--- src/pfcc_pkg.sv ---
// Shared constants for the PFC control register bank: register indices,
// byte addresses, field positions, reset values, state codes and timing.
// Assumes a 100 ns core clock and a 12-bit APB byte address.
package pfcc_pkg;

  // Register indices; byte address is four times the index
  localparam logic [7:0]  IDX_HW_CFG   = 8'h01;
  localparam logic [7:0]  IDX_SYS_CFG  = 8'h02;
  localparam logic [7:0]  IDX_SEQ      = 8'h51;
  localparam logic [7:0]  IDX_CMD      = 8'h52;
  localparam logic [11:0] ADDR_HW_CFG  = {2'b00, IDX_HW_CFG, 2'b00};
  localparam logic [11:0] ADDR_SYS_CFG = {2'b00, IDX_SYS_CFG, 2'b00};
  localparam logic [11:0] ADDR_SEQ     = {2'b00, IDX_SEQ, 2'b00};
  localparam logic [11:0] ADDR_CMD     = {2'b00, IDX_CMD, 2'b00};

  // Hardware configuration word fields
  localparam int HW_TOPO_BIT   = 0;
  localparam int HW_LPOL_BIT   = 5;
  localparam int HW_HPOL_BIT   = 6;
  localparam int HW_GAIN_LSB   = 7;
  localparam int HW_ISPOL_BIT  = 9;
  localparam int HW_VSENSE_BIT = 10;
  localparam logic [15:0] HW_CFG_MASK = 16'h07E1;

  // System configuration word fields
  localparam int SYS_RATE_LSB = 0;
  localparam int SYS_MODE_BIT = 4;
  localparam int SYS_OCP_BIT  = 5;
  localparam int SYS_HYST_LSB = 6;
  localparam logic [15:0] SYS_CFG_MASK = 16'h00FF;

  // Reset values
  localparam logic [15:0] HW_CFG_RST  = 16'h0000;
  localparam logic [15:0] SYS_CFG_RST = 16'h0000;
  localparam logic [15:0] CMD_RST     = 16'h0000;

  // Run command values
  localparam logic [15:0] CMD_STOP  = 16'h0000;
  localparam logic [15:0] CMD_START = 16'h0001;

  // Sequencer state codes as software reads them
  localparam logic [15:0] CODE_POWER_ON = 16'h0000;
  localparam logic [15:0] CODE_STOP     = 16'h0001;
  localparam logic [15:0] CODE_OFFSET   = 16'h0002;
  localparam logic [15:0] CODE_RUN      = 16'h0004;
  localparam logic [15:0] CODE_FAULT    = 16'h0005;

  // Timing
  localparam int CLK_PERIOD_NS   = 100;
  localparam int POWER_ON_NS     = 1600;
  localparam int OFFSET_MEAS_NS  = 102400;
  localparam int POWER_ON_CYCLES =
    (POWER_ON_NS + CLK_PERIOD_NS - 1) / CLK_PERIOD_NS;
  localparam int OFFSET_CYCLES   =
    (OFFSET_MEAS_NS + CLK_PERIOD_NS - 1) / CLK_PERIOD_NS;

  // Sequencer states
  typedef enum logic [2:0] {
    ST_POWER_ON,
    ST_STOP,
    ST_OFFSET,
    ST_RUN,
    ST_FAULT
  } pfcc_state_type;

endpackage

--- src/pfcc_control.sv ---
// PFC control register bank with run sequencer, gate polarity and OCP.
// Assumes an APB master on core_clk; fault and OCP inputs are raw pins;
// PWM requests and period tick come from the modulator on core_clk.
//
// The APB interface to the registers and the register addresses were left to the implementer.
`timescale 1ns/1ps
`default_nettype none

////////////////////////////////////////////////////////////////////////////////
// Functional notes
// - sys config [3:0]: loop every N periods
// - sys config bit5: latch-off or cycle-by-cycle OCP; totem-pole always latches off
// - hw config bit10 selects AC voltage sensing
// - read-only state: 0,1,2,4,5 codes
// - offset measurement state precedes running
// - state codes 0 to 5, zero after reset
// - command 0 stops, 1 starts converter
module pfcc_control #(
  parameter int POWER_ON_CYCLES = pfcc_pkg::POWER_ON_CYCLES,
  parameter int OFFSET_CYCLES   = pfcc_pkg::OFFSET_CYCLES
) (
  input  wire logic        core_clk,
  input  wire logic        arst_n,
  input  wire logic        psel,
  input  wire logic        penable,
  input  wire logic        pwrite,
  input  wire logic [11:0] paddr,
  input  wire logic [31:0] pwdata,
  output logic [31:0]      prdata,
  output logic             pready,
  output logic             pslverr,
  input  wire logic        pwm_tick,
  input  wire logic        pwm_low_req,
  input  wire logic        pwm_high_req,
  input  wire logic        fault_pin,
  input  wire logic        ocp_pin,
  output logic             gate_low,
  output logic             gate_high,
  output logic             loop_exec,
  output logic             totem_pole,
  output logic             current_mode,
  output logic             vac_single_ended,
  output logic [1:0]       current_gain,
  output logic             isense_invert,
  output logic [1:0]       ocp_hysteresis,
  output logic             offset_meas_active,
  output logic             converter_running
);

  ////////////////////////////////////////////////////////////////////////////
  // Declarations
  logic [15:0] hardware_config_word;   // Board setup
  logic [15:0] system_config_word;     // Control setup
  logic [15:0] run_command;            // Start or stop request
  logic [15:0] sequence_state;         // Code of current state
  pfcc_pkg::pfcc_state_type state;
  pfcc_pkg::pfcc_state_type next_state;
  logic [15:0] phase_cnt;              // Cycles spent in timed state
  logic [1:0]  fault_sync;             // Fault pin synchroniser
  logic [1:0]  ocp_sync;               // OCP pin synchroniser
  logic        ocp_kill;               // Pulse cut for this period
  logic        setup_ph;               // APB setup cycle
  logic        wr_en;                  // APB write completes
  logic        addr_ok;                // Address maps to a register
  logic        ocp_cbc;                // Cycle-by-cycle style active
  logic        fault_trip;             // Any latching fault event

  ////////////////////////////////////////////////////////////////////////////
  // APB decode
  assign setup_ph = psel && !penable;
  assign pready   = psel && penable;   // Zero wait states
  assign wr_en    = psel && penable && pwrite && !pslverr;
  assign addr_ok  = (paddr == pfcc_pkg::ADDR_HW_CFG) || (paddr == pfcc_pkg::ADDR_SYS_CFG)
                 || (paddr == pfcc_pkg::ADDR_SEQ) || (paddr == pfcc_pkg::ADDR_CMD);

  // Read data and error captured in setup, held through access
  always_ff @(posedge core_clk or negedge arst_n) begin
    if (!arst_n) begin
      prdata  <= '0;
      pslverr <= 1'b0;
    end else if (setup_ph) begin
      // Unmapped or writes to the state variable are refused
      pslverr <= !addr_ok || (pwrite && paddr == pfcc_pkg::ADDR_SEQ);
      unique case (paddr)
        pfcc_pkg::ADDR_HW_CFG:  prdata <= {16'h0000, hardware_config_word};
        pfcc_pkg::ADDR_SYS_CFG: prdata <= {16'h0000, system_config_word};
        pfcc_pkg::ADDR_SEQ:     prdata <= {16'h0000, sequence_state};
        pfcc_pkg::ADDR_CMD:     prdata <= {16'h0000, run_command};
        default:                prdata <= '0;
      endcase
    end
  end

  ////////////////////////////////////////////////////////////////////////////
  // Software registers; reserved configuration bits are not stored and read as zero, the command word is stored whole
  always_ff @(posedge core_clk or negedge arst_n) begin
    if (!arst_n) begin
      hardware_config_word <= pfcc_pkg::HW_CFG_RST;
      system_config_word   <= pfcc_pkg::SYS_CFG_RST;
      run_command          <= pfcc_pkg::CMD_RST;   // Stopped until started
    end else if (wr_en) begin
      if (paddr == pfcc_pkg::ADDR_HW_CFG)
        hardware_config_word <= pwdata[15:0] & pfcc_pkg::HW_CFG_MASK;
      if (paddr == pfcc_pkg::ADDR_SYS_CFG)
        system_config_word <= pwdata[15:0] & pfcc_pkg::SYS_CFG_MASK;
      if (paddr == pfcc_pkg::ADDR_CMD)
        run_command <= pwdata[15:0];
    end
  end

  ////////////////////////////////////////////////////////////////////////////
  // Static configuration outputs
  assign totem_pole       = hardware_config_word[pfcc_pkg::HW_TOPO_BIT];
  assign current_mode     = system_config_word[pfcc_pkg::SYS_MODE_BIT];
  assign vac_single_ended = hardware_config_word[pfcc_pkg::HW_VSENSE_BIT];
  assign current_gain     = hardware_config_word[pfcc_pkg::HW_GAIN_LSB +: 2];
  assign isense_invert    = hardware_config_word[pfcc_pkg::HW_ISPOL_BIT];
  assign ocp_hysteresis   = system_config_word[pfcc_pkg::SYS_HYST_LSB +: 2];

  ////////////////////////////////////////////////////////////////////////////
  // Pin synchronisers; only the second stage is read
  always_ff @(posedge core_clk or negedge arst_n) begin
    if (!arst_n) begin
      fault_sync <= 2'b00;
      ocp_sync   <= 2'b00;
    end else begin
      fault_sync <= {fault_sync[0], fault_pin};
      ocp_sync   <= {ocp_sync[0], ocp_pin};
    end
  end

  ////////////////////////////////////////////////////////////////////////////
  // Overcurrent style; totem-pole always latches off
  assign ocp_cbc    = !totem_pole && system_config_word[pfcc_pkg::SYS_OCP_BIT];
  assign fault_trip = fault_sync[1] || (ocp_sync[1] && !ocp_cbc);

  // Cycle-by-cycle cut holds to the next period; a trip wins over the tick
  always_ff @(posedge core_clk or negedge arst_n) begin
    if (!arst_n)
      ocp_kill <= 1'b0;
    else if (ocp_sync[1] && ocp_cbc && state == pfcc_pkg::ST_RUN)
      ocp_kill <= 1'b1;
    else if (pwm_tick || state != pfcc_pkg::ST_RUN)
      ocp_kill <= 1'b0;
  end

  ////////////////////////////////////////////////////////////////////////////
  // Sequencer next state
  always_comb begin
    next_state = state;
    unique case (state)
      pfcc_pkg::ST_POWER_ON:
        if (phase_cnt == 16'(POWER_ON_CYCLES - 1)) next_state = pfcc_pkg::ST_STOP;
      pfcc_pkg::ST_STOP:
        if (run_command == pfcc_pkg::CMD_START) next_state = pfcc_pkg::ST_OFFSET;
      pfcc_pkg::ST_OFFSET: begin
        // Faults outrank commands
        if (fault_trip) next_state = pfcc_pkg::ST_FAULT;
        else if (run_command == pfcc_pkg::CMD_STOP) next_state = pfcc_pkg::ST_STOP;
        else if (phase_cnt == 16'(OFFSET_CYCLES - 1)) next_state = pfcc_pkg::ST_RUN;
      end
      pfcc_pkg::ST_RUN: begin
        if (fault_trip) next_state = pfcc_pkg::ST_FAULT;
        else if (run_command == pfcc_pkg::CMD_STOP) next_state = pfcc_pkg::ST_STOP;
      end
      pfcc_pkg::ST_FAULT:
        // Fault is left only by a stop command
        if (run_command == pfcc_pkg::CMD_STOP) next_state = pfcc_pkg::ST_STOP;
      default: next_state = pfcc_pkg::ST_POWER_ON;
    endcase
  end

  // Sequencer state and phase counter
  always_ff @(posedge core_clk or negedge arst_n) begin
    if (!arst_n) begin
      state     <= pfcc_pkg::ST_POWER_ON;
      phase_cnt <= '0;
    end else begin
      state     <= next_state;
      phase_cnt <= (next_state != state) ? 16'h0000 : phase_cnt + 16'h0001;
    end
  end

  // Code shown to software; only legal codes are produced
  always_comb begin
    unique case (state)
      pfcc_pkg::ST_POWER_ON: sequence_state = pfcc_pkg::CODE_POWER_ON;
      pfcc_pkg::ST_STOP:     sequence_state = pfcc_pkg::CODE_STOP;
      pfcc_pkg::ST_OFFSET:   sequence_state = pfcc_pkg::CODE_OFFSET;
      pfcc_pkg::ST_RUN:      sequence_state = pfcc_pkg::CODE_RUN;
      pfcc_pkg::ST_FAULT:    sequence_state = pfcc_pkg::CODE_FAULT;
      default:               sequence_state = pfcc_pkg::CODE_POWER_ON;
    endcase
  end

  assign converter_running  = (state == pfcc_pkg::ST_RUN);
  assign offset_meas_active = (state == pfcc_pkg::ST_OFFSET);

  ////////////////////////////////////////////////////////////////////////////
  // Gate drive: inactive level outside running, polarity per bit
  always_ff @(posedge core_clk or negedge arst_n) begin
    if (!arst_n) begin
      gate_low  <= 1'b0;
      gate_high <= 1'b0;
    end else begin
      gate_low  <= (converter_running && pwm_low_req && !ocp_kill)
                 ^ hardware_config_word[pfcc_pkg::HW_LPOL_BIT];
      gate_high <= (converter_running && pwm_high_req && !ocp_kill)
                 ^ hardware_config_word[pfcc_pkg::HW_HPOL_BIT];
    end
  end

  ////////////////////////////////////////////////////////////////////////////
  // Current-loop rate, only while running
  pfcc_loop_divider #(
    .RATE_W (4)
  ) u_loop_div (
    .core_clk (core_clk),
    .arst_n   (arst_n),
    .enable   (converter_running),
    .tick     (pwm_tick),
    .rate     (system_config_word[pfcc_pkg::SYS_RATE_LSB +: 4]),
    .fire     (loop_exec)
  );
endmodule
`default_nettype wire

--- src/pfcc_loop_divider.sv ---
// Current-loop rate divider: fires once every N PWM period ticks.
// Assumes tick is a one-cycle pulse on core_clk.
`timescale 1ns/1ps
`default_nettype none
module pfcc_loop_divider #(
  parameter int RATE_W = 4
) (
  input  wire logic              core_clk,
  input  wire logic              arst_n,
  input  wire logic              enable,
  input  wire logic              tick,
  input  wire logic [RATE_W-1:0] rate,
  output logic                   fire
);

  logic [RATE_W-1:0] count;  // Ticks seen since last firing

  // Count ticks; rate zero never fires, as no period count is meaningful
  always_ff @(posedge core_clk or negedge arst_n) begin
    if (!arst_n) begin
      count <= '0;
      fire  <= 1'b0;
    end else if (!enable) begin
      count <= '0;
      fire  <= 1'b0;
    end else if (tick && rate != '0) begin
      if (count + RATE_W'(1) >= rate) begin
        count <= '0;
        fire  <= 1'b1;
      end else begin
        count <= count + RATE_W'(1);
        fire  <= 1'b0;
      end
    end else begin
      fire <= 1'b0;
    end
  end

endmodule
`default_nettype wire

--- config.mk ---
export PLATFORM = sky130hd
export DESIGN_NAME = pfcc_control
export DESIGN_NICKNAME = d
export VERILOG_FILES = /design/src/pfcc_pkg.sv /design/src/pfcc_control.sv /design/src/pfcc_loop_divider.sv
export SDC_FILE = /design/constraint.sdc
export NUM_CORES = 1
export LEC_CHECK = 0
export BUFFER_PORTS_ARGS = -buffer_cell sky130_fd_sc_hd__clkbuf_2
export CAP_MARGIN = 20
export CORE_UTILIZATION = 40
export DETAILED_ROUTE_END_ITERATION = 10
export PLACE_DENSITY = 0.66
export SLEW_MARGIN = 10
export SYNTH_ARGS = -nofsm -noshare
export SYNTH_HDL_FRONTEND = slang
export SYNTH_SLANG_ARGS = --single-unit
export TNS_END_PERCENT = 5
--- constraint.sdc ---
create_clock -name core_clk -period 2.2 [get_ports core_clk]
set_clock_uncertainty 0.2 [all_clocks]
set_input_delay 0 -clock core_clk [delete_from_list [all_inputs] [get_ports core_clk]]
set_output_delay 0 -clock core_clk [all_outputs]
set_load 0.005 [all_outputs]
Word level (Yosys, flattened, before mapping)
Cells that the tools add are included.

storage, ports and cells
  word-level logic and storage cells = 85
  input bits = 54
  register bits after elaboration = 95
  output and inout port bits = 47

operators by class
  bitwise gates (word level) = 2
  eq/ne operators = 14
  add/sub/neg operators = 2
  reductions and logical operators = 33
  multiplexer cells = 19
  $lt $le $gt $ge = 1

operators with widths
  cell                     number
  $pmux W16 S4             1
  $eq A12 B9 Y1 const B    2
  $mux W3                  7
  $add A16 B1 Y16 const B  1
  $eq A16 B1 Y1 const B    1
  $eq A16 B10 Y1 const B   1
  $eq A16 B4 Y1 const B    1
  $logic_not A16 Y1        1
  $mux W16                 1
  $pmux W3 S5              1
  $logic_and A1 B1 Y1      14
  $eq A12 B3 Y1 const B    1
  $eq A12 B4 Y1 const B    1
  $mux W4                  3
  $pmux W3 S4              1
  $eq A3 B2 Y1 const B     2
  $logic_not A1 Y1         6
  $logic_or A1 B1 Y1       6
  $reduce_and A2 Y1        3
  $mux W1                  5
  $add A4 B1 Y4 const B    1
  $ge A4 B4 Y1             1
  $reduce_bool A4 Y1       1
  $eq A3 B1 Y1 const B     1
  other kinds (7)          8

Depth between registers and ports, before layout
Gate-level depths: netlist of the first run.

  depth in word-level cells = 9
  mapped depth = 7
  mapped depth without buffers = 6

Cells and area by module
A second synthesis of the first run with hierarchy kept.

unflattened totals
  cells, all modules = 353
  area total of the unflattened synthesis = 4106.4 µm²

by module, submodules not included
  module             seq. area each (µm²)  cells each  area each (µm²)  times used
  pfcc_control       1851.8                314         3707.3           1
  pfcc_loop_divider  125.1                 39          399.1            1

Worst setup path after synthesis of the first run
No wires, ideal clock.

  path type = reg2reg
  start = reg u_loop_div.count[0]
  end = reg u_loop_div.count[0]
  buffers on the path = 0
  path slack = -0.037 ns
  arrival time = 1.971 ns
  period minus slack after synthesis = 2.237 ns
  setup time = 0.066 ns
  stages on the path, launching flop included = 7
  required time = 1.934 ns
  cells stage by stage = dfrtp_1 > ha_1 > ha_1 > a21o_1 > a21o_1 > a2111oi_2 > mux2_2

on the way
  cells in the longest elaborated chain, start to end = 5

ends and longest elaborated chain
  what                      RTL line                                          source
  start: declaration        pfcc_loop_divider.sv:16                           logic [RATE_W-1:0] count;
  start signal: assignment  pfcc_loop_divider.sv:31                           count <= count + RATE_W'(1);
  $add A4 B1 Y4 *           pfcc_loop_divider.sv:27, pfcc_loop_divider.sv:31
  $ge A4 B4 Y1              pfcc_loop_divider.sv:27                           if (count + RATE_W'(1) >= rate) begin
  $mux W4 *                 pfcc_loop_divider.sv:27
  $mux W4 *                 pfcc_loop_divider.sv:26                           end else if (tick && rate != '0) begin
  $mux W4 *                 pfcc_loop_divider.sv:23                           end else if (!enable) begin

Every way passes the cells marked *; elsewhere a longest branch is shown, timed or not. The select of a mux whose other input is x is not followed.
A chain may end at the register's enable or synchronous reset.

Worst setup path after layout of the first run
Same ends and word-level chain as after synthesis.

==> results.py, run 1 <==
metrics = {
    "outcome": {
        "status": "finished, violations left",
        "failed_checks": "setup timing",
    },
    "cts": {
        "cts.reportedPaths.clkPinSlew_ns": 0.08,
        "cts_num_sinks": 79,
        "cts_tree": "built",
        "clockBufferDepth": 2,
        "clockRootBuffer": "clkbuf_8",
        "worstSkewPairLatency_ns": 0.36,
        "cts_max_level": 3,
        "cts-buffers-inserted": 9,
    },
    "timing": {
        "slew_headroom": 0.543,
        "rsz0062_at_grt": "yes",
        "finalWorstSetupSlack_ns": -0.0186,
        "clock.fmax_ghz": 0.451,
        "hold_violations": 0,
        "tightestPinTransition_ns": 0.683,
        "period_needed_ns": 2.22,
        "final-setup-viol-count": 1,
        "maxSlewViolCount": 0,
        "fin_crit_sh": 1.01,
    },
    "die": {
        "core-area_mm2": 0.00937,
        "die_area_mm2": 0.0102,
        "die_w_um": 101,
        "ios": 101,
        "die_h_um": 101,
        "num_rows": 35,
        "start_util": 0.418,
    },
    "route": {
        "wl_per_cell_um": 15.3,
        "drc_errors": 0,
        "vias_per_cell": 5.06,
        "met3_length_um": 396,
        "drt-met1-wl_mm": 4.31,
        "drtPass1Iterations": 5,
        "drt_iter0_drc": 186,
        "routed_wirelength_mm": 9.19,
        "num_vias": 3033,
        "ant_nets": 0,
        "wl_met2_mm": 4.32,
        "highest_layer": "met4",
    },
    "synthesis": {
        "yosysSeqAreaShare": 0.505,
        "syn_area_mm2": 0.00392,
        "syn_inst": 347,
        "yosys_most_used_dff": "dfrtp_1",
        "synth_edf_count": 0,
        "synth_area_per_cell_um2": 11.3,
        "ys_seq_elements": 79,
        "ys_types": 55,
        "synthArstFlopShare": 1.00,
        "yosys_warnings": 0,
    },
    "worst_setup_path": {
        "path_class": "flop to flop",
        "crit_path_max_fanout": 4,
        "required_ns": 2.30,
        "critPathCaptureType": "flop",
        "slowest_delay_ns": 0.39,
        "crit_arrival_ns": 2.32,
        "cpMaxStageDelayCell": "a2111oi_4",
        "crit_chain": "ha_1 > ha_1 > a21o_1 > a21o_1 > a2111oi_4 > mux2_2",
        "crit_path_start_kind": "flop",
    },
    "power": {
        "leakagePower_uw": 0.00250,
        "peakVddDrop_uv": 325,
        "p_per_area_mw_per_mm2": 626,
        "power_uw": 3190,
    },
    "global_route": {
        "grt_overflow": 0,
        "grt_antenna_before_repair": 0,
        "grt_first_pass_wirelength_mm": 15.1,
        "grt_pass1_vias": 3064,
        "grtUsageTotal": 0.196,
        "grt_max_degree": 40,
    },
    "layout": {
        "fin_area_mm2": 0.00510,
        "nets": 526,
        "fill_cells": 826,
        "multi_input_area_mm2": 0.00181,
        "area_growth_pct": 30.2,
        "final_core_util": 0.544,
        "final-seq-area_mm2": 0.00198,
        "n_antenna_cell": 0,
        "drive_above_1_share": 0.357,
    },
    "placed_design": {
        "dpl_cell_area_mm2": 0.00449,
        "io_buffers": 68,
        "dp_hpwl_mm": 6.53,
        "gp_congestion": 0.825,
        "pre_cts_ws_ns": -0.0407,
    },
    "run": {
        "max-cap-violations": 0,
    },
    "min_path": {
        "hold_path_class": "primary input to flop",
    },
}
==> per-stage QoR <==
step	setup TNS, ns	cells	hold WS (ns)
2_1_floorplan	0	362	-0.496
3_3_place_gp	0	553	-0.183
3_5_place_dp	-0.0941	553	-0.180
4_1_cts	0	598	0.0547
5_1_grt	-1.04	600	0.0751
6_report	-0.0186	600	0.0459
==> Yosys cell counts, types with 5 or more instances <==
cell | instances | area (µm²)
dfrtp_1 | 79 | 1980
nand2_1 | 29 | 109
nor2_1 | 25 | 93.8
buf_4 | 23 | 173
mux2_2 | 19 | 214
o21ai_0 | 16 | 80.1
nor3_1 | 11 | 55.1
mux2_4 | 10 | 150
nand3_1 | 9 | 45.0
xnor2_1 | 8 | 70.1
xor2_1 | 8 | 70.1
a21oi_1 | 7 | 35.0
nand2b_1 | 7 | 43.8
ha_1 | 6 | 75.1
nor4_1 | 6 | 37.5
buf_2 | 5 | 25.0
inv_1 | 5 | 18.8
nand3b_1 | 5 | 37.5
==> routing by layer <==
layer  track usage  vias to the layer above
li1              -                     1452
met1         0.260                     1490
met2         0.318                       76
met4        0.0691                        0
met3        0.0395                       15
met5             0                        -
==> timing repair <==
| item | CTS | global route |
|---|---|---|
| setup buffers | 0 | 2 |
| resized for setup | 1 | 10 |
| gates cloned | 0 | 0 |
| hold buffers | 29 | 0 |
| pin swaps | 2 | 5 |
| setup endpoints to repair | 5 | 20 |
| hold endpoints to repair | 129 | 0 |
==> final cells by class <==
cell class / instances / share of cell area
flip-flops and latches: 79 / 0.387
multi-input cells: 245 / 0.354
repair buffers: 126 / 0.176
clock buffers: 12 / 0.0324
well taps: 129 / 0.0316
clock inverters: 4 / 0.0150
inverters: 5 / 0.00368
==> path summary, 6_finish.rpt <==
path / slack [ns] / end / cells after the start / from
max: -0.02 / u_loop_div.count[0] / 6 / u_loop_div.count[0]
min: 0.05 / prdata[14] / 4 / psel
max reg2reg: -0.02 / u_loop_div.count[0] / 6 / u_loop_div.count[0]
min reg2reg: 0.15 / fault_sync[1] / 0 / fault_sync[0]
max in group asynchronous: 0.93 / phase_cnt[8] / 4 / arst_n
min in group asynchronous: 0.39 / run_command[0] / 3 / arst_n
==> where the power goes <==
part / switching, µW / total (µW) / leakage [µW] / internal [µW]
Sequential: 65.3 / 1580 / 0.00106 / 1510
Combinational: 177 / 350 / 0.00132 / 173
Clock: 531 / 1270 / 0.000119 / 734
Total: 774 / 3190 / 0.00250 / 2420
==> placed cells by master, fill, tap and decap left out, types with 3 or more instances in the layout <==
cell type,n
and4_1,3
nor2_1,25
and3_1,3
nand3_1,9
o21ai_1,4
clkbuf_8,12
nand2b_1,5
conb_1,16
nor4_2,4
ha_1,6
xnor2_1,8
nor2b_1,4
clkbuf_2,67
buf_6,3
nand4_1,4
nand2_1,29
dlygate4sd3_1,28
o21ai_0,16
nand3b_1,5
buf_12,3
a22oi_1,4
a21o_1,3
buf_4,25
inv_1,5
a21oi_1,6
mux2_2,19
a221oi_1,3
dfrtp_1,79
a222oi_1,4
a22o_1,4
nor3_1,10
xor2_1,8
mux2_4,10
==> registers in the layout, indices dropped and copies added (netlist names), 3 cells and up <==
| signal | cells |
|---|---|
| system_config_word | 8 |
| hardware_config_word | 7 |
| phase_cnt | 16 |
| prdata | 16 |
| u_loop_div.count | 4 |
| run_command | 16 |
| state | 3 |
==> worst max-delay path, delay by kind of cell (launching register included) <==
kind	cells	cell delay [ns]
adder cells (fa/ha/maj)	2	0.60
flip-flops	1	0.38
multiplexers	1	0.23
AO/OA/AOI/OAI	3	0.75
==> cells by family after synthesis <==
| family | Yosys count | synth area share |
|---|---|---|
| xor+xnor | 16 | 0.0358 |
| other cells | 1 | 0.000957 |
| flops | 79 | 0.505 |
| simple gates | 123 | 0.178 |
| compound gates | 55 | 0.105 |
| buf+inv | 38 | 0.0642 |
| fa+ha+maj | 6 | 0.0192 |
| mux | 29 | 0.0929 |
(Power assumes the default switching activity.)
==> inputs of run 2 (changes only) <==
--- a/config.mk
+++ b/config.mk
@@ -9,9 +9,10 @@
 export CAP_MARGIN = 20
 export CORE_UTILIZATION = 40
 export DETAILED_ROUTE_END_ITERATION = 10
-export PLACE_DENSITY = 0.66
+export PLACE_DENSITY = 0.65
 export SLEW_MARGIN = 10
 export SYNTH_ARGS = -nofsm -noshare
 export SYNTH_HDL_FRONTEND = slang
+export SYNTH_HIERARCHICAL = 1
 export SYNTH_SLANG_ARGS = --single-unit
 export TNS_END_PERCENT = 5
==> run 2 against run 1 <==
The flow now finishes without violations. Register-to-register slack better by 0.07 ns. Global-route usage is 1.4 points lower. Cell count is 0.50% lower. First-iteration DRC count is 38% lower. Clock-buffer cell count is 2 lower. Design area is 0.29% lower. Non-clock buffer count is 11 lower. Synthesized area is 4.8% higher. Sequential share of layout area is 0.11 points higher. Die area is 4.7% higher. Critical path depth is 1 lower. Clock power is 17% lower. Largest cell class unchanged. Largest power group unchanged.
==> results.py, run 2 <==
metrics = {
    "synthesis": {
        "synth_edf_count": 0,
        "syn_inst": 353,
        "yosysTopAreaCell": "dfrtp_1",
        "synth_area_per_cell_um2": 11.6,
        "syn_area_mm2": 0.00411,
        "synthArstFlopShare": 1.00,
        "synthMostInstantiatedCell": "dfrtp_1",
        "yosys_warnings": 6,
        "yosysSeqAreaShare": 0.481,
        "ys_seq_elements": 79,
        "ys_types": 61,
        "synthTopCellsByArea": "dfrtp_1 (48%), mux2_2 (5.8%), buf_4 (4.2%)",
        "synth_top_area_share": 0.481,
        "synth_common_cells": "dfrtp_1 (79), nand2_1 (27), buf_4 (23), mux2_2 (21), nor3_1 (13)",
        "yosys_most_used_dff": "dfrtp_1",
    },
    "cts": {
        "clockRootBuffer": "clkbuf_8",
        "post_cts.repair.setup_buffers": 0,
        "cts.reportedPaths.clkPinSlew_ns": 0.08,
        "worstSkewPairLatency_ns": 0.34,
        "clockBufferDepth": 2,
        "cts_num_sinks": 79,
        "cts-resized-gates": 0,
        "cts-buffers-inserted": 9,
        "cts_tree": "built",
        "cts_max_level": 3,
    },
    "die": {
        "core-area_mm2": 0.00986,
        "die_area_mm2": 0.0107,
        "start_util": 0.416,
        "ios": 101,
        "die_w_um": 103,
        "num_rows": 36,
        "die_h_um": 103,
    },
    "power": {
        "peakVddDrop_uv": 340,
        "p_per_area_mw_per_mm2": 537,
        "leakagePower_uw": 0.00242,
    },
    "layout": {
        "area_growth_pct": 23.9,
        "final_common_cell": "dfrtp_1",
        "final_core_util": 0.516,
        "mostFrequentLayoutCells": "dfrtp_1 (79), clkbuf_2 (67), dlygate4sd3_1 (34)",
        "largestRegisters": "phase_cnt: 16 flops, prdata: 16 flops, run_command: 16 flops",
        "nets": 520,
        "drive_above_1_share": 0.321,
        "n_antenna_cell": 0,
    },
    "route": {
        "drc_errors": 0,
        "vias_per_cell": 5.15,
        "drtPass1Iterations": 4,
        "wl_per_cell_um": 15.0,
        "routed_wirelength_mm": 8.96,
        "drt_iter0_drc": 115,
        "ant_nets": 0,
        "num_vias": 3073,
    },
    "global_route": {
        "grt_overflow": 0,
        "grtUsageTotal": 0.182,
        "grt_antenna_before_repair": 0,
        "grt_first_pass_wirelength_mm": 14.8,
        "grt_max_degree": 49,
        "grt_pass1_vias": 3105,
    },
    "worst_setup_path": {
        "required_ns": 2.20,
        "crit_arrival_ns": 2.15,
        "crit_path_max_fanout": 16,
        "critPathCaptureType": "flop",
        "path_class": "flop to flop",
        "crit_path_start_kind": "flop",
    },
    "timing": {
        "tightestPinTransition_ns": 0.549,
        "fin_crit_sh": 0.978,
        "clock.fmax_ghz": 0.465,
        "hold_violations": 0,
        "whs_ns": 0.0283,
        "rsz0062_at_grt": "yes",
        "final-setup-viol-count": 0,
        "period_needed_ns": 2.15,
        "slew_headroom": 0.633,
        "maxSlewViolCount": 0,
    },
    "min_path": {
        "hold_path_class": "primary input to flop",
    },
    "placed_design": {
        "io_buffers": 68,
        "dp_hpwl_mm": 6.17,
        "gp_congestion": 0.761,
    },
    "run": {
        "max-cap-violations": 0,
    },
    "outcome": {
        "status": "finished clean",
    },
}
==> run 2: changes by cell type in the layout (fill, tap and decap cells not counted), sizes merged, moves of 6 or more <==
| cell | before | now |
|---|---|---|
| buf | 31 | 14 |
| o21ai | 20 | 12 |
| inv | 5 | 13 |
| nor3 | 13 | 22 |
| dlygate4sd3 | 28 | 34 |
| nor2 | 28 | 12 |
| a22o | 4 | 10 |
==> run 2: logic make-up after synthesis <==
kind of cell               after synthesis  synth area share
xor gates and xnor gates                19            0.0405
other                                    1          0.000913
muxes                                   31            0.0941
and+or+nand+nor                        114             0.178
AOI/OAI and AO/OA                       57             0.116
DFF                                     79             0.481
buffers and inverters                   46            0.0710
adders and majority gates                6            0.0183
==> run 2: power breakdown <==
group / internal, µW / switching (µW) / total, µW
clock network: 521 / 531 / 1050
logic: 95.0 / 99.0 / 194
registers: 1470 / 20.8 / 1490
total: 2080 / 650 / 2730
==> run 2: final cells by class <==
class / count / area (µm²)
fill: 884 / 4780
multi-input combinational: 243 / 1890
clock buffer: 10 / 128
clock inverter: 5 / 58.8
sequential: 79 / 1980
tap: 133 / 166
timing repair buffer: 115 / 818
inverter: 12 / 45.0
==> run 2: metrics by stage <==
step | setup slack [ns] | instance area (µm²) | instances | power, µW | TNS (ns)
2_1_floorplan | 0.259 | 4160 | 368 | 1590 | 0
3_3_place_gp | 0.126 | 4540 | 547 | 1660 | 0
3_5_place_dp | 0.0601 | 4540 | 547 | 1660 | 0
4_1_cts | 0.0349 | 5090 | 597 | 2760 | 0
5_1_grt | -0.0604 | 5090 | 597 | 2840 | -0.367
6_report | 0.0488 | 5090 | 597 | 2730 | 0
==> run 2: routing by layer <==
metal,up-vias,wire (µm),global-route usage
li1,1457,-,-
met1,1518,4310,0.249
met2,86,4130,0.289
met3,12,374,0.0269
met4,0,148,0.0791
met5,-,0,0
==> run 2: repair_timing <==
item | in CTS | in global routing
endpoints found under the hold margin | 131 | 0
hold buffers | 35 | 0
endpoints found under the setup margin | 0 | 11
==> run 2: critical path: stages (launching register included) <==
cell and delay, ns:
dfrtp_1 0.39, or4_1 0.55, nor4_2 0.17, and3_4 0.26
o2bb2ai_4 0.29, nor3_1 0.14
==> run 2: worst paths after layout <==
check                           slack, ns                 endpoint       startpoint  depth (start not counted)
max in group asynchronous            1.01                 state[1]           arst_n                          4
worst min register to register       0.17              ocp_sync[1]      ocp_sync[0]                          0
min in group asynchronous            0.52  hardware_config_word[9]           arst_n                          4
worst min-delay path                 0.03                prdata[7]        paddr[11]                          5
worst max-delay path                 0.05             phase_cnt[5]  run_command[11]                          5
worst max register to register       0.05             phase_cnt[5]  run_command[11]                          5
